--- config.mk ---
export PLATFORM = sky130hd
export DESIGN_NAME = cdr_ctrl
export DESIGN_NICKNAME = d
export VERILOG_FILES = /design/src/design/cdr_ctrl.v
export VERILOG_INCLUDE_DIRS = /design/src /design/src/design
export SDC_FILE = /design/constraint.sdc
export NUM_CORES = 1
export LEC_CHECK = 0
export CORE_MARGIN = 10
export CORE_UTILIZATION = 55
export CTS_CLUSTER_SIZE = 30
export DETAILED_ROUTE_END_ITERATION = 6
export DONT_BUFFER_PORTS = 1
export GPL_TIMING_DRIVEN = 0
export PLACE_DENSITY = 0.7
export SLEW_MARGIN = 20
export SYNTH_ARGS = -nofsm -noshare
export SYNTH_HDL_FRONTEND = slang
export SYNTH_SLANG_ARGS = --single-unit
--- constraint.sdc ---
create_clock -name clk_sys_i -period 5.42 [get_ports clk_sys_i]
set_input_delay 0.813 -clock clk_sys_i [delete_from_list [all_inputs] [get_ports clk_sys_i]]
set_output_delay 0.813 -clock clk_sys_i [all_outputs]
set_load 0.05 [all_outputs]
--- src/design/cdr_regs.vh ---
// Notes on behaviour
// RQ1 - Release loss-of-lock within 250 ppm, then track
// RQ2 - Reassert above 1000 ppm; hold until 250
// RQ3 - Control A bit 0 selects reference lock
// RQ4 - Host programs range and divide fields
// RQ5 - Reference mode reacquires against reference clock
// RQ6 - Sticky flag misc bit 4 on loss
// RQ7 - Control B bit 6 one-then-zero clears sticky
// RQ8 - Control B bit 7 puts sticky on pin
// RQ9 - Mode 0: squelch gates data and clock
// RQ10 - Mode 1: high squelches data, low clock
// RQ11 - Address: msb one, bit5 pin, rest zero
// RQ12 - First byte lsb one reads, zero writes
// RQ13 - Master starts, sends eight bits msb first
// RQ14 - Acknowledge own address, else go idle
// RQ15 - Second byte is the starting subaddress
// RQ16 - Subaddress increments after every data byte; code holds it at 7 and after a master-nacked read byte
// RQ17 - Master ends each transfer with stop
// RQ18 - Start or stop anywhere resets the slave
// RQ19 - One start, stop, or stop-start per high
// RQ20 - Invalid subaddress: no acknowledge, go idle
// RQ21 - Reads past top repeat the top register
// RQ22 - Control B bit 5 one-then-zero restarts acquisition
// RQ23 - Writes land after ack; reads load per byte
`ifndef CDR_REGS_VH
`define CDR_REGS_VH

`define CDR_SUB_CTRL_A     3'h0
`define CDR_SUB_CTRL_B     3'h1
`define CDR_SUB_CTRL_C     3'h2
`define CDR_SUB_MISC       3'h3
`define CDR_SUB_ERR_LO     3'h4
`define CDR_SUB_ERR_HI     3'h5
`define CDR_SUB_TOP        3'h7
`define CDR_NUM_SUB        8'h08

`define CDR_CA_LOCK_REF    0
`define CDR_CB_ACQ_RESTART 5
`define CDR_CB_STICKY_CLR  6
`define CDR_CB_PIN_STICKY  7
`define CDR_CC_SQ_MODE     1
`define CDR_MISC_STICKY    4
`define CDR_MISC_LIVE      0

`define CDR_CTRL_A_RST     8'h00
`define CDR_CTRL_B_RST     8'h00
`define CDR_CTRL_C_RST     8'h00

`define CDR_LOCK_PPM       16'd250
`define CDR_UNLOCK_PPM     16'd1000

`define CDR_ADDR_MSB       1'b1
`define CDR_ADDR_LOW       5'h00

`endif

--- src/design/cdr_ctrl.v ---
`timescale 1ns/100ps
`default_nettype none
`include "cdr_regs.vh"

module cdr_ctrl (
  input  wire        clk_sys_i,          // System clock, 25 MHz
  input  wire        rst_n_i,            // Async reset, active low
  input  wire        scl_i,              // Serial clock level
  input  wire        sda_i,              // Serial data line level
  output reg         sda_o,              // Serial data drive value
  output reg         sda_oe_o,           // Serial data drive enable
  input  wire        addr_select_pin_i,  // Slave address bit 5
  input  wire [15:0] data_err_ppm_i,     // VCO vs data error, ppm
  input  wire [15:0] ref_err_ppm_i,      // Divided VCO vs divided ref, ppm
  input  wire        squelch_i,          // Squelch pin
  input  wire        data_in_i,          // Retimed data
  input  wire        rec_clk_i,          // Recovered clock
  output reg         lock_lost_out_o,    // Loss-of-lock pin
  output reg         freq_acq_o,         // Frequency loop active
  output reg         ref_acq_o,          // Acquiring against reference
  output reg  [1:0]  ref_range_o,        // Reference range field
  output reg  [3:0]  ref_div_o,          // Data-to-reference ratio field
  output reg         data_out_pos_o,     // Data output, true
  output reg         data_out_neg_o,     // Data output, complement
  output reg         rec_clk_out_pos_o,  // Clock output, true
  output reg         rec_clk_out_neg_o   // Clock output, complement
);

  localparam [3:0] ST_IDLE = 4'h0;
  localparam [3:0] ST_ADDR = 4'h1;
  localparam [3:0] ST_AACK = 4'h2;
  localparam [3:0] ST_SUB  = 4'h3;
  localparam [3:0] ST_SACK = 4'h4;
  localparam [3:0] ST_WR   = 4'h5;
  localparam [3:0] ST_WACK = 4'h6;
  localparam [3:0] ST_RD   = 4'h7;
  localparam [3:0] ST_RACK = 4'h8;

  reg  [7:0]  ctrl_a;
  reg  [7:0]  ctrl_b;
  reg  [7:0]  ctrl_c;
  reg  [7:0]  ctrl_b_prev;
  reg         locked;
  reg         sticky;
  reg  [15:0] err_hold;
  reg         scl_q;
  reg         sda_q;
  reg  [3:0]  state;
  reg  [3:0]  bit_cnt;
  reg  [7:0]  shift;
  reg  [2:0]  sub;
  reg         master_nack;

  wire [15:0] err_sel;
  wire        restart;
  wire        lose;
  wire        sticky_clr;
  wire        scl_rise;
  wire        scl_fall;
  wire        start_det;
  wire        stop_det;
  wire [6:0]  my_addr;
  reg  [7:0]  rd_word;
  reg         sq_data;
  reg         sq_clk;

  // Lock detector compares against data or divided reference
  assign err_sel = ctrl_a[`CDR_CA_LOCK_REF] ? ref_err_ppm_i : data_err_ppm_i;  // see RQ3
  assign restart = ctrl_b_prev[`CDR_CB_ACQ_RESTART] & ~ctrl_b[`CDR_CB_ACQ_RESTART];  // see RQ22
  assign lose = locked & ((err_sel > `CDR_UNLOCK_PPM) | restart);  // see RQ2
  assign sticky_clr = ctrl_b_prev[`CDR_CB_STICKY_CLR] & ~ctrl_b[`CDR_CB_STICKY_CLR];  // see RQ7

  always @(posedge clk_sys_i or negedge rst_n_i) begin
    if (!rst_n_i) begin
      locked <= 1'b0;
      sticky <= 1'b0;
      ctrl_b_prev <= `CDR_CTRL_B_RST;
      err_hold <= 16'h0000;
    end else begin
      ctrl_b_prev <= ctrl_b;
      // Error readback trails the detector by a cycle
      err_hold <= err_sel;
      if (lose) begin
        locked <= 1'b0;  // see RQ2
      end else if (!locked && !restart && err_sel <= `CDR_LOCK_PPM) begin
        locked <= 1'b1;  // see RQ1
      end
      // Set wins over a clear in the same cycle
      if (lose) begin
        sticky <= 1'b1;  // see RQ6
      end else if (sticky_clr) begin
        sticky <= 1'b0;  // see RQ7
      end
    end
  end

  // Loop steering, pin and squelched outputs
  always @* begin
    if (ctrl_c[`CDR_CC_SQ_MODE]) begin
      sq_data = squelch_i;  // see RQ10
      sq_clk = ~squelch_i;  // see RQ10
    end else begin
      sq_data = squelch_i;  // see RQ9
      sq_clk = squelch_i;  // see RQ9
    end
  end

  always @(posedge clk_sys_i or negedge rst_n_i) begin
    if (!rst_n_i) begin
      lock_lost_out_o <= 1'b1;
      freq_acq_o <= 1'b1;
      ref_acq_o <= 1'b0;
      ref_range_o <= 2'h0;
      ref_div_o <= 4'h0;
      data_out_pos_o <= 1'b0;
      data_out_neg_o <= 1'b1;
      rec_clk_out_pos_o <= 1'b0;
      rec_clk_out_neg_o <= 1'b1;
    end else begin
      lock_lost_out_o <= ctrl_b[`CDR_CB_PIN_STICKY] ? sticky : ~locked;  // see RQ8
      freq_acq_o <= ~locked;  // see RQ1
      ref_acq_o <= ~locked & ctrl_a[`CDR_CA_LOCK_REF];  // see RQ5
      ref_range_o <= ctrl_a[7:6];
      ref_div_o <= ctrl_a[5:2];
      // Squelched pair rests at pos low, neg high
      data_out_pos_o <= data_in_i & ~sq_data;
      data_out_neg_o <= ~data_in_i | sq_data;
      rec_clk_out_pos_o <= rec_clk_i & ~sq_clk;
      rec_clk_out_neg_o <= ~rec_clk_i | sq_clk;
    end
  end

  // Two-wire slave
  assign scl_rise = ~scl_q & scl_i;
  assign scl_fall = scl_q & ~scl_i;
  assign start_det = scl_q & scl_i & sda_q & ~sda_i;
  assign stop_det = scl_q & scl_i & ~sda_q & sda_i;
  assign my_addr = {`CDR_ADDR_MSB, addr_select_pin_i, `CDR_ADDR_LOW};  // see RQ11

  // Read source for the current subaddress
  always @* begin
    case (sub)
      `CDR_SUB_CTRL_A: rd_word = ctrl_a;
      `CDR_SUB_CTRL_B: rd_word = ctrl_b;
      `CDR_SUB_CTRL_C: rd_word = ctrl_c;
      `CDR_SUB_MISC:   rd_word = {3'h0, sticky, 3'h0, ~locked};
      `CDR_SUB_ERR_LO: rd_word = err_hold[7:0];
      `CDR_SUB_ERR_HI: rd_word = err_hold[15:8];
      default:         rd_word = 8'h00;
    endcase
  end

  always @(posedge clk_sys_i or negedge rst_n_i) begin
    if (!rst_n_i) begin
      // History reset high: no false edge after reset
      scl_q <= 1'b1;
      sda_q <= 1'b1;
      state <= ST_IDLE;
      bit_cnt <= 4'h0;
      shift <= 8'h00;
      sub <= 3'h0;
      master_nack <= 1'b0;
      sda_o <= 1'b0;
      sda_oe_o <= 1'b0;
      ctrl_a <= `CDR_CTRL_A_RST;
      ctrl_b <= `CDR_CTRL_B_RST;
      ctrl_c <= `CDR_CTRL_C_RST;
    end else begin
      scl_q <= scl_i;
      sda_q <= sda_i;
      sda_o <= 1'b0;
      // Start or stop aborts any phase at once
      if (start_det) begin
        state <= ST_ADDR;  // see RQ18
        bit_cnt <= 4'h0;
        sda_oe_o <= 1'b0;
      end else if (stop_det) begin
        state <= ST_IDLE;  // see RQ18
        sda_oe_o <= 1'b0;
      end else begin
        if (scl_rise && (state == ST_ADDR || state == ST_SUB || state == ST_WR)) begin
          shift <= {shift[6:0], sda_i};  // see RQ13
          bit_cnt <= bit_cnt + 4'h1;
        end
        if (scl_rise && state == ST_RD) begin
          bit_cnt <= bit_cnt + 4'h1;
        end
        // Master answer taken on the ninth rising edge
        if (scl_rise && state == ST_RACK) begin
          master_nack <= sda_i;  // see RQ21
        end
        // Drive changes only after a falling sample
        if (scl_fall) begin
          case (state)
            ST_ADDR: begin
              if (bit_cnt == 4'h8) begin
                if (shift[7:1] == my_addr) begin
                  state <= ST_AACK;
                  sda_oe_o <= 1'b1;  // see RQ14
                end else begin
                  state <= ST_IDLE;  // see RQ14
                end
              end
            end
            ST_SUB: begin
              if (bit_cnt == 4'h8) begin
                if (shift < `CDR_NUM_SUB) begin
                  sub <= shift[2:0];  // see RQ15
                  state <= ST_SACK;
                  sda_oe_o <= 1'b1;
                end else begin
                  state <= ST_IDLE;  // see RQ20
                end
              end
            end
            ST_WR: begin
              if (bit_cnt == 4'h8) begin
                state <= ST_WACK;
                sda_oe_o <= 1'b1;
              end
            end
            ST_AACK: begin
              bit_cnt <= 4'h0;
              // Direction bit still sits in shift[0]
              if (shift[0]) begin
                state <= ST_RD;  // see RQ12
                shift <= {rd_word[6:0], 1'b0};  // see RQ23
                sda_oe_o <= ~rd_word[7];
              end else begin
                state <= ST_SUB;  // see RQ12
                sda_oe_o <= 1'b0;
              end
            end
            ST_SACK: begin
              bit_cnt <= 4'h0;
              state <= ST_WR;
              sda_oe_o <= 1'b0;
            end
            ST_WACK: begin
              bit_cnt <= 4'h0;
              state <= ST_WR;
              sda_oe_o <= 1'b0;
              // Writes to read-only slots are dropped
              case (sub)
                `CDR_SUB_CTRL_A: ctrl_a <= shift;  // see RQ23
                `CDR_SUB_CTRL_B: ctrl_b <= shift;  // see RQ23
                `CDR_SUB_CTRL_C: ctrl_c <= shift;  // see RQ23
                default: ;
              endcase
              if (sub != `CDR_SUB_TOP) begin
                sub <= sub + 3'h1;  // see RQ16
              end
            end
            ST_RD: begin
              if (bit_cnt == 4'h8) begin
                state <= ST_RACK;
                sda_oe_o <= 1'b0;
              end else begin
                sda_oe_o <= ~shift[7];
                shift <= {shift[6:0], 1'b0};
              end
            end
            ST_RACK: begin
              bit_cnt <= 4'h0;
              if (master_nack) begin
                state <= ST_IDLE;  // see RQ21
                sda_oe_o <= 1'b0;
              end else begin
                state <= ST_RD;
                // Past the top slot the last word repeats
                if (sub != `CDR_SUB_TOP) begin
                  sub <= sub + 3'h1;  // see RQ16
                  shift <= {rd_word_next(sub, ctrl_a, ctrl_b, ctrl_c, sticky, locked, err_hold), 1'b0};
                  sda_oe_o <= ~rd_bit7(sub, ctrl_a, ctrl_b, ctrl_c, sticky, locked, err_hold);
                end else begin
                  shift <= {rd_word[6:0], 1'b0};  // see RQ21
                  sda_oe_o <= ~rd_word[7];
                end
              end
            end
            default: begin
              sda_oe_o <= 1'b0;
            end
          endcase
        end
      end
    end
  end

  // Contents of the register at the given subaddress
  function [7:0] word_at;
    input [2:0]  s;
    input [7:0]  a;
    input [7:0]  b;
    input [7:0]  c;
    input        st;
    input        lk;
    input [15:0] e;
    begin
      case (s)
        `CDR_SUB_CTRL_A: word_at = a;
        `CDR_SUB_CTRL_B: word_at = b;
        `CDR_SUB_CTRL_C: word_at = c;
        `CDR_SUB_MISC:   word_at = {3'h0, st, 3'h0, ~lk};
        `CDR_SUB_ERR_LO: word_at = e[7:0];
        `CDR_SUB_ERR_HI: word_at = e[15:8];
        default:         word_at = 8'h00;
      endcase
    end
  endfunction

  // Low seven bits of the next word, behind bit 7
  function [6:0] rd_word_next;
    input [2:0]  s;
    input [7:0]  a;
    input [7:0]  b;
    input [7:0]  c;
    input        st;
    input        lk;
    input [15:0] e;
    reg   [7:0]  w;
    begin
      w = word_at(s + 3'h1, a, b, c, st, lk, e);
      rd_word_next = w[6:0];
    end
  endfunction

  // First bit out of the next word
  function rd_bit7;
    input [2:0]  s;
    input [7:0]  a;
    input [7:0]  b;
    input [7:0]  c;
    input        st;
    input        lk;
    input [15:0] e;
    reg   [7:0]  w;
    begin
      w = word_at(s + 3'h1, a, b, c, st, lk, e);
      rd_bit7 = w[7];
    end
  endfunction

endmodule // cdr_ctrl

`default_nettype wire

==> impl_metrics.toml <==
[floorplan]
io_pins = 55
coreArea_mm2 = 0.007767
die_y_um = 109.5
fp.dieArea_mm2 = 0.01199
die_w_um = 109.5
initial_core_util_pct = 56.70
row_count = 32

[clocking]
numCtsBuffers = 9
post_cts_buffers = 0
postCtsHoldBufs = 0
htree_levels = 3
cts_tree = "yes"
post_cts_resized = 0
clk_path_buf_depth = 2
cts_root_buf = "clkbuf_8"
clk_pin_slew_ns = 0.09
clk_latency_ns = 0.36
clock_sinks = 80

[setup_path]
required_ns = 5.69
critPathKind = "reg -> reg"
path_cells = "clkbuf_1 -> inv_1 -> ha_1 -> buf_1 -> o21ai_0 -> a211oi_1 -> a22oi_1 -> o211ai_1"
max_stage_delay_ns = 0.64
startpoint_type = "flop"
crit_slowest_cell = "a211oi_1"
cp-end-kind = "flop"
critPathMaxFanout = 10
crit_arrival_ns = 3.24

[timing]
fin_worst_skew_ns = 0.01595
slew_viol_final = 0
tightest_slew_ns = 0.7679
finalHoldViolations = 0
fmax_ghz = 0.3361
setup_viol = 0
setup-tns-final_ns = 0
period_share_pct = 54.90
period_minus_slack_ns = 2.975
grt_setup_unrepaired = "false"
slew_headroom_pct = 48.62
hold_ws_ns = 0.1361

[logic_synthesis]
post-synth-top-count-cell = "dfrtp_1"
syn-mean-instance-area_um2 = 10.39
netlist_instances = 424
synth_top_area_cell = "dfrtp_1"
synthTopCellsByCount = "74 x dfrtp_1, 39 x mux2_2, 29 x nand2_1, 27 x o21ai_0, 24 x a21oi_1"
synth_top_cell_area_share_pct = 42.05
synth_area_mm2 = 0.004404
syn_nets = 473
ys_ff_latch = 80
async_reset_ff_share_pct = 100.0
synth.distinct_cells = 57
synthTopCellsByArea = "dfrtp_1 42%, mux2_2 10%, mux2i_1 4.3%, dfstp_2 3.6%, o21ai_0 3.1%"
yosysWarnings = 0
synth_edf_count = 0
synthFlopType = "dfrtp_1"
seq_area_frac_synth_pct = 45.63

[power_and_ir_drop]
cellPowerDensity_mw_per_mm2 = 449.8
vdd_drop_max_mv = 0.2082
leakagePower_nw = 2.050

[route]
ant_nets = 0
vias = 3533
route.detailed.drc = 0
drt_wl_total_mm = 11.44
wire_per_inst_um = 21.11
first_pass_iters = 7
avgViaCountPerCell = 6.518
first_iter_violations = 321

[global_routing]
grt_pass1_wl_mm = 18.33
grt_usage_pct = 19.48
top_usage_layer = "met2"
grt_max_degree = 81
grt_pass1_vias = 3481
grtUsageMet1_pct = 26.60
grt_overflow_total = 0
met3_usage_pct = 3.686
antenna_found_initial = 0
use_met2_pct = 30.49

[finish]
num_antenna_cells = 0
drive_above_1_share_pct = 17.73
nNetsFinal = 484
syn2layout_area_growth_pct = 8.295
final.fill_count = 646

[run]
drv_cap = 0

[place]
place.port_buffers = 0
hpwl_mm = 8.284
place_congestion = 0.8790

[outcome]
status = "complete, no violations"

[worst_hold_path]
min_path_type = "in -> async"
[state kept, by name, summed over array words and instances (netlist names), 3 cells and up]
name / cells
bit_cnt: 4
ctrl_a: 8
ctrl_c: 8
ref_div_o: 4
sub: 3
state: 4
shift: 8
err_hold: 16
ctrl_b: 8
[worst paths after layout]
check / startpoint / to / slack, ns / depth (start not counted)
setup reg to reg: sub[2] / shift[3] / 2.44 / 8
min in group clk_sys_i: scl_i / scl_q / 0.44 / 0
hold reg to reg: ctrl_b[6] / ctrl_b_prev[6] / 0.45 / 0
hold / removal: rst_n_i / rec_clk_out_pos_o / 0.14 / 0
max in group asynchronous: rst_n_i / sda_q / 5.06 / 0
setup / recovery: sub[2] / shift[3] / 2.44 / 8
[layout make-up]
class | instances | area [um2] | area share, %
Multi-Input combinational cell | 298 | 2202 | 46.17
Sequential cell | 80 | 2009 | 42.13
Clock buffer | 11 | 151.4 | 3.174
Buffer | 29 | 128.9 | 2.702
Tap cell | 102 | 127.6 | 2.676
Clock inverter | 5 | 86.33 | 1.810
Inverter | 17 | 63.81 | 1.338
[per-layer routing]
layer / up-vias / routed length (um)
met5: - / 0
li1: 1608 / -
met3: 26 / 754
met1: 1755 / 5000
met2: 144 / 5454
met4: 0 / 230
[critical path, delay by kind of cell (launching register included)]
kind	cells	cell delay, ns
AOI/OAI and AO/OA	4	1.18
DFF	1	0.40
buffers and inverters	3	0.94
adders and majority gates	1	0.37
[logic make-up after synthesis]
group / synth area share, %
adder cells (fa/ha/maj): 2.557
XOR/XNOR: 0.5967
AND/OR/NAND/NOR: 11.82
buffers and inverters: 4.375
other: 0.08515
multiplexers: 14.97
flip-flops: 45.63
AO/OA/AOI/OAI: 19.97
[where the power goes]
part / switching [mW] / internal [mW] / total [mW] / leakage [nW]
logic: 0.468 / 0.308 / 0.776 / 0.894
registers: 0.146 / 0.700 / 0.847 / 1.04
clock network: 0.234 / 0.288 / 0.523 / 0.120
total: 0.849 / 1.30 / 2.15 / 2.05
[per-stage QoR]
stage	setup WS [ns]	instance area, um2	utilization, %	cells	total power, mW
after CTS	2.550	4770	61.40	542	2.137
final	2.445	4770	61.40	542	2.146
after detailed placement	2.618	4532	58.34	526	1.616
after global placement	2.682	4532	58.34	526	1.589
after floorplan	3.177	4404	-	424	1.412
after global routing	2.213	4770	61.40	542	2.268
[cell usage in the layout (no fill, tap or decap), drive strengths merged, types with 7 or more instances in the layout]
| cell | n |
|---|---|
| a21oi | 24 |
| a222oi | 7 |
| a22oi | 15 |
| buf | 12 |
| clkbuf | 28 |
| dfrtp | 74 |
| ha | 9 |
| inv | 18 |
| mux2 | 41 |
| mux2i | 19 |
| nand2 | 29 |
| nand3 | 7 |
| nor2 | 16 |
| nor3 | 11 |
| o21ai | 27 |
Note: power is estimated with default switching activity, not from simulation.
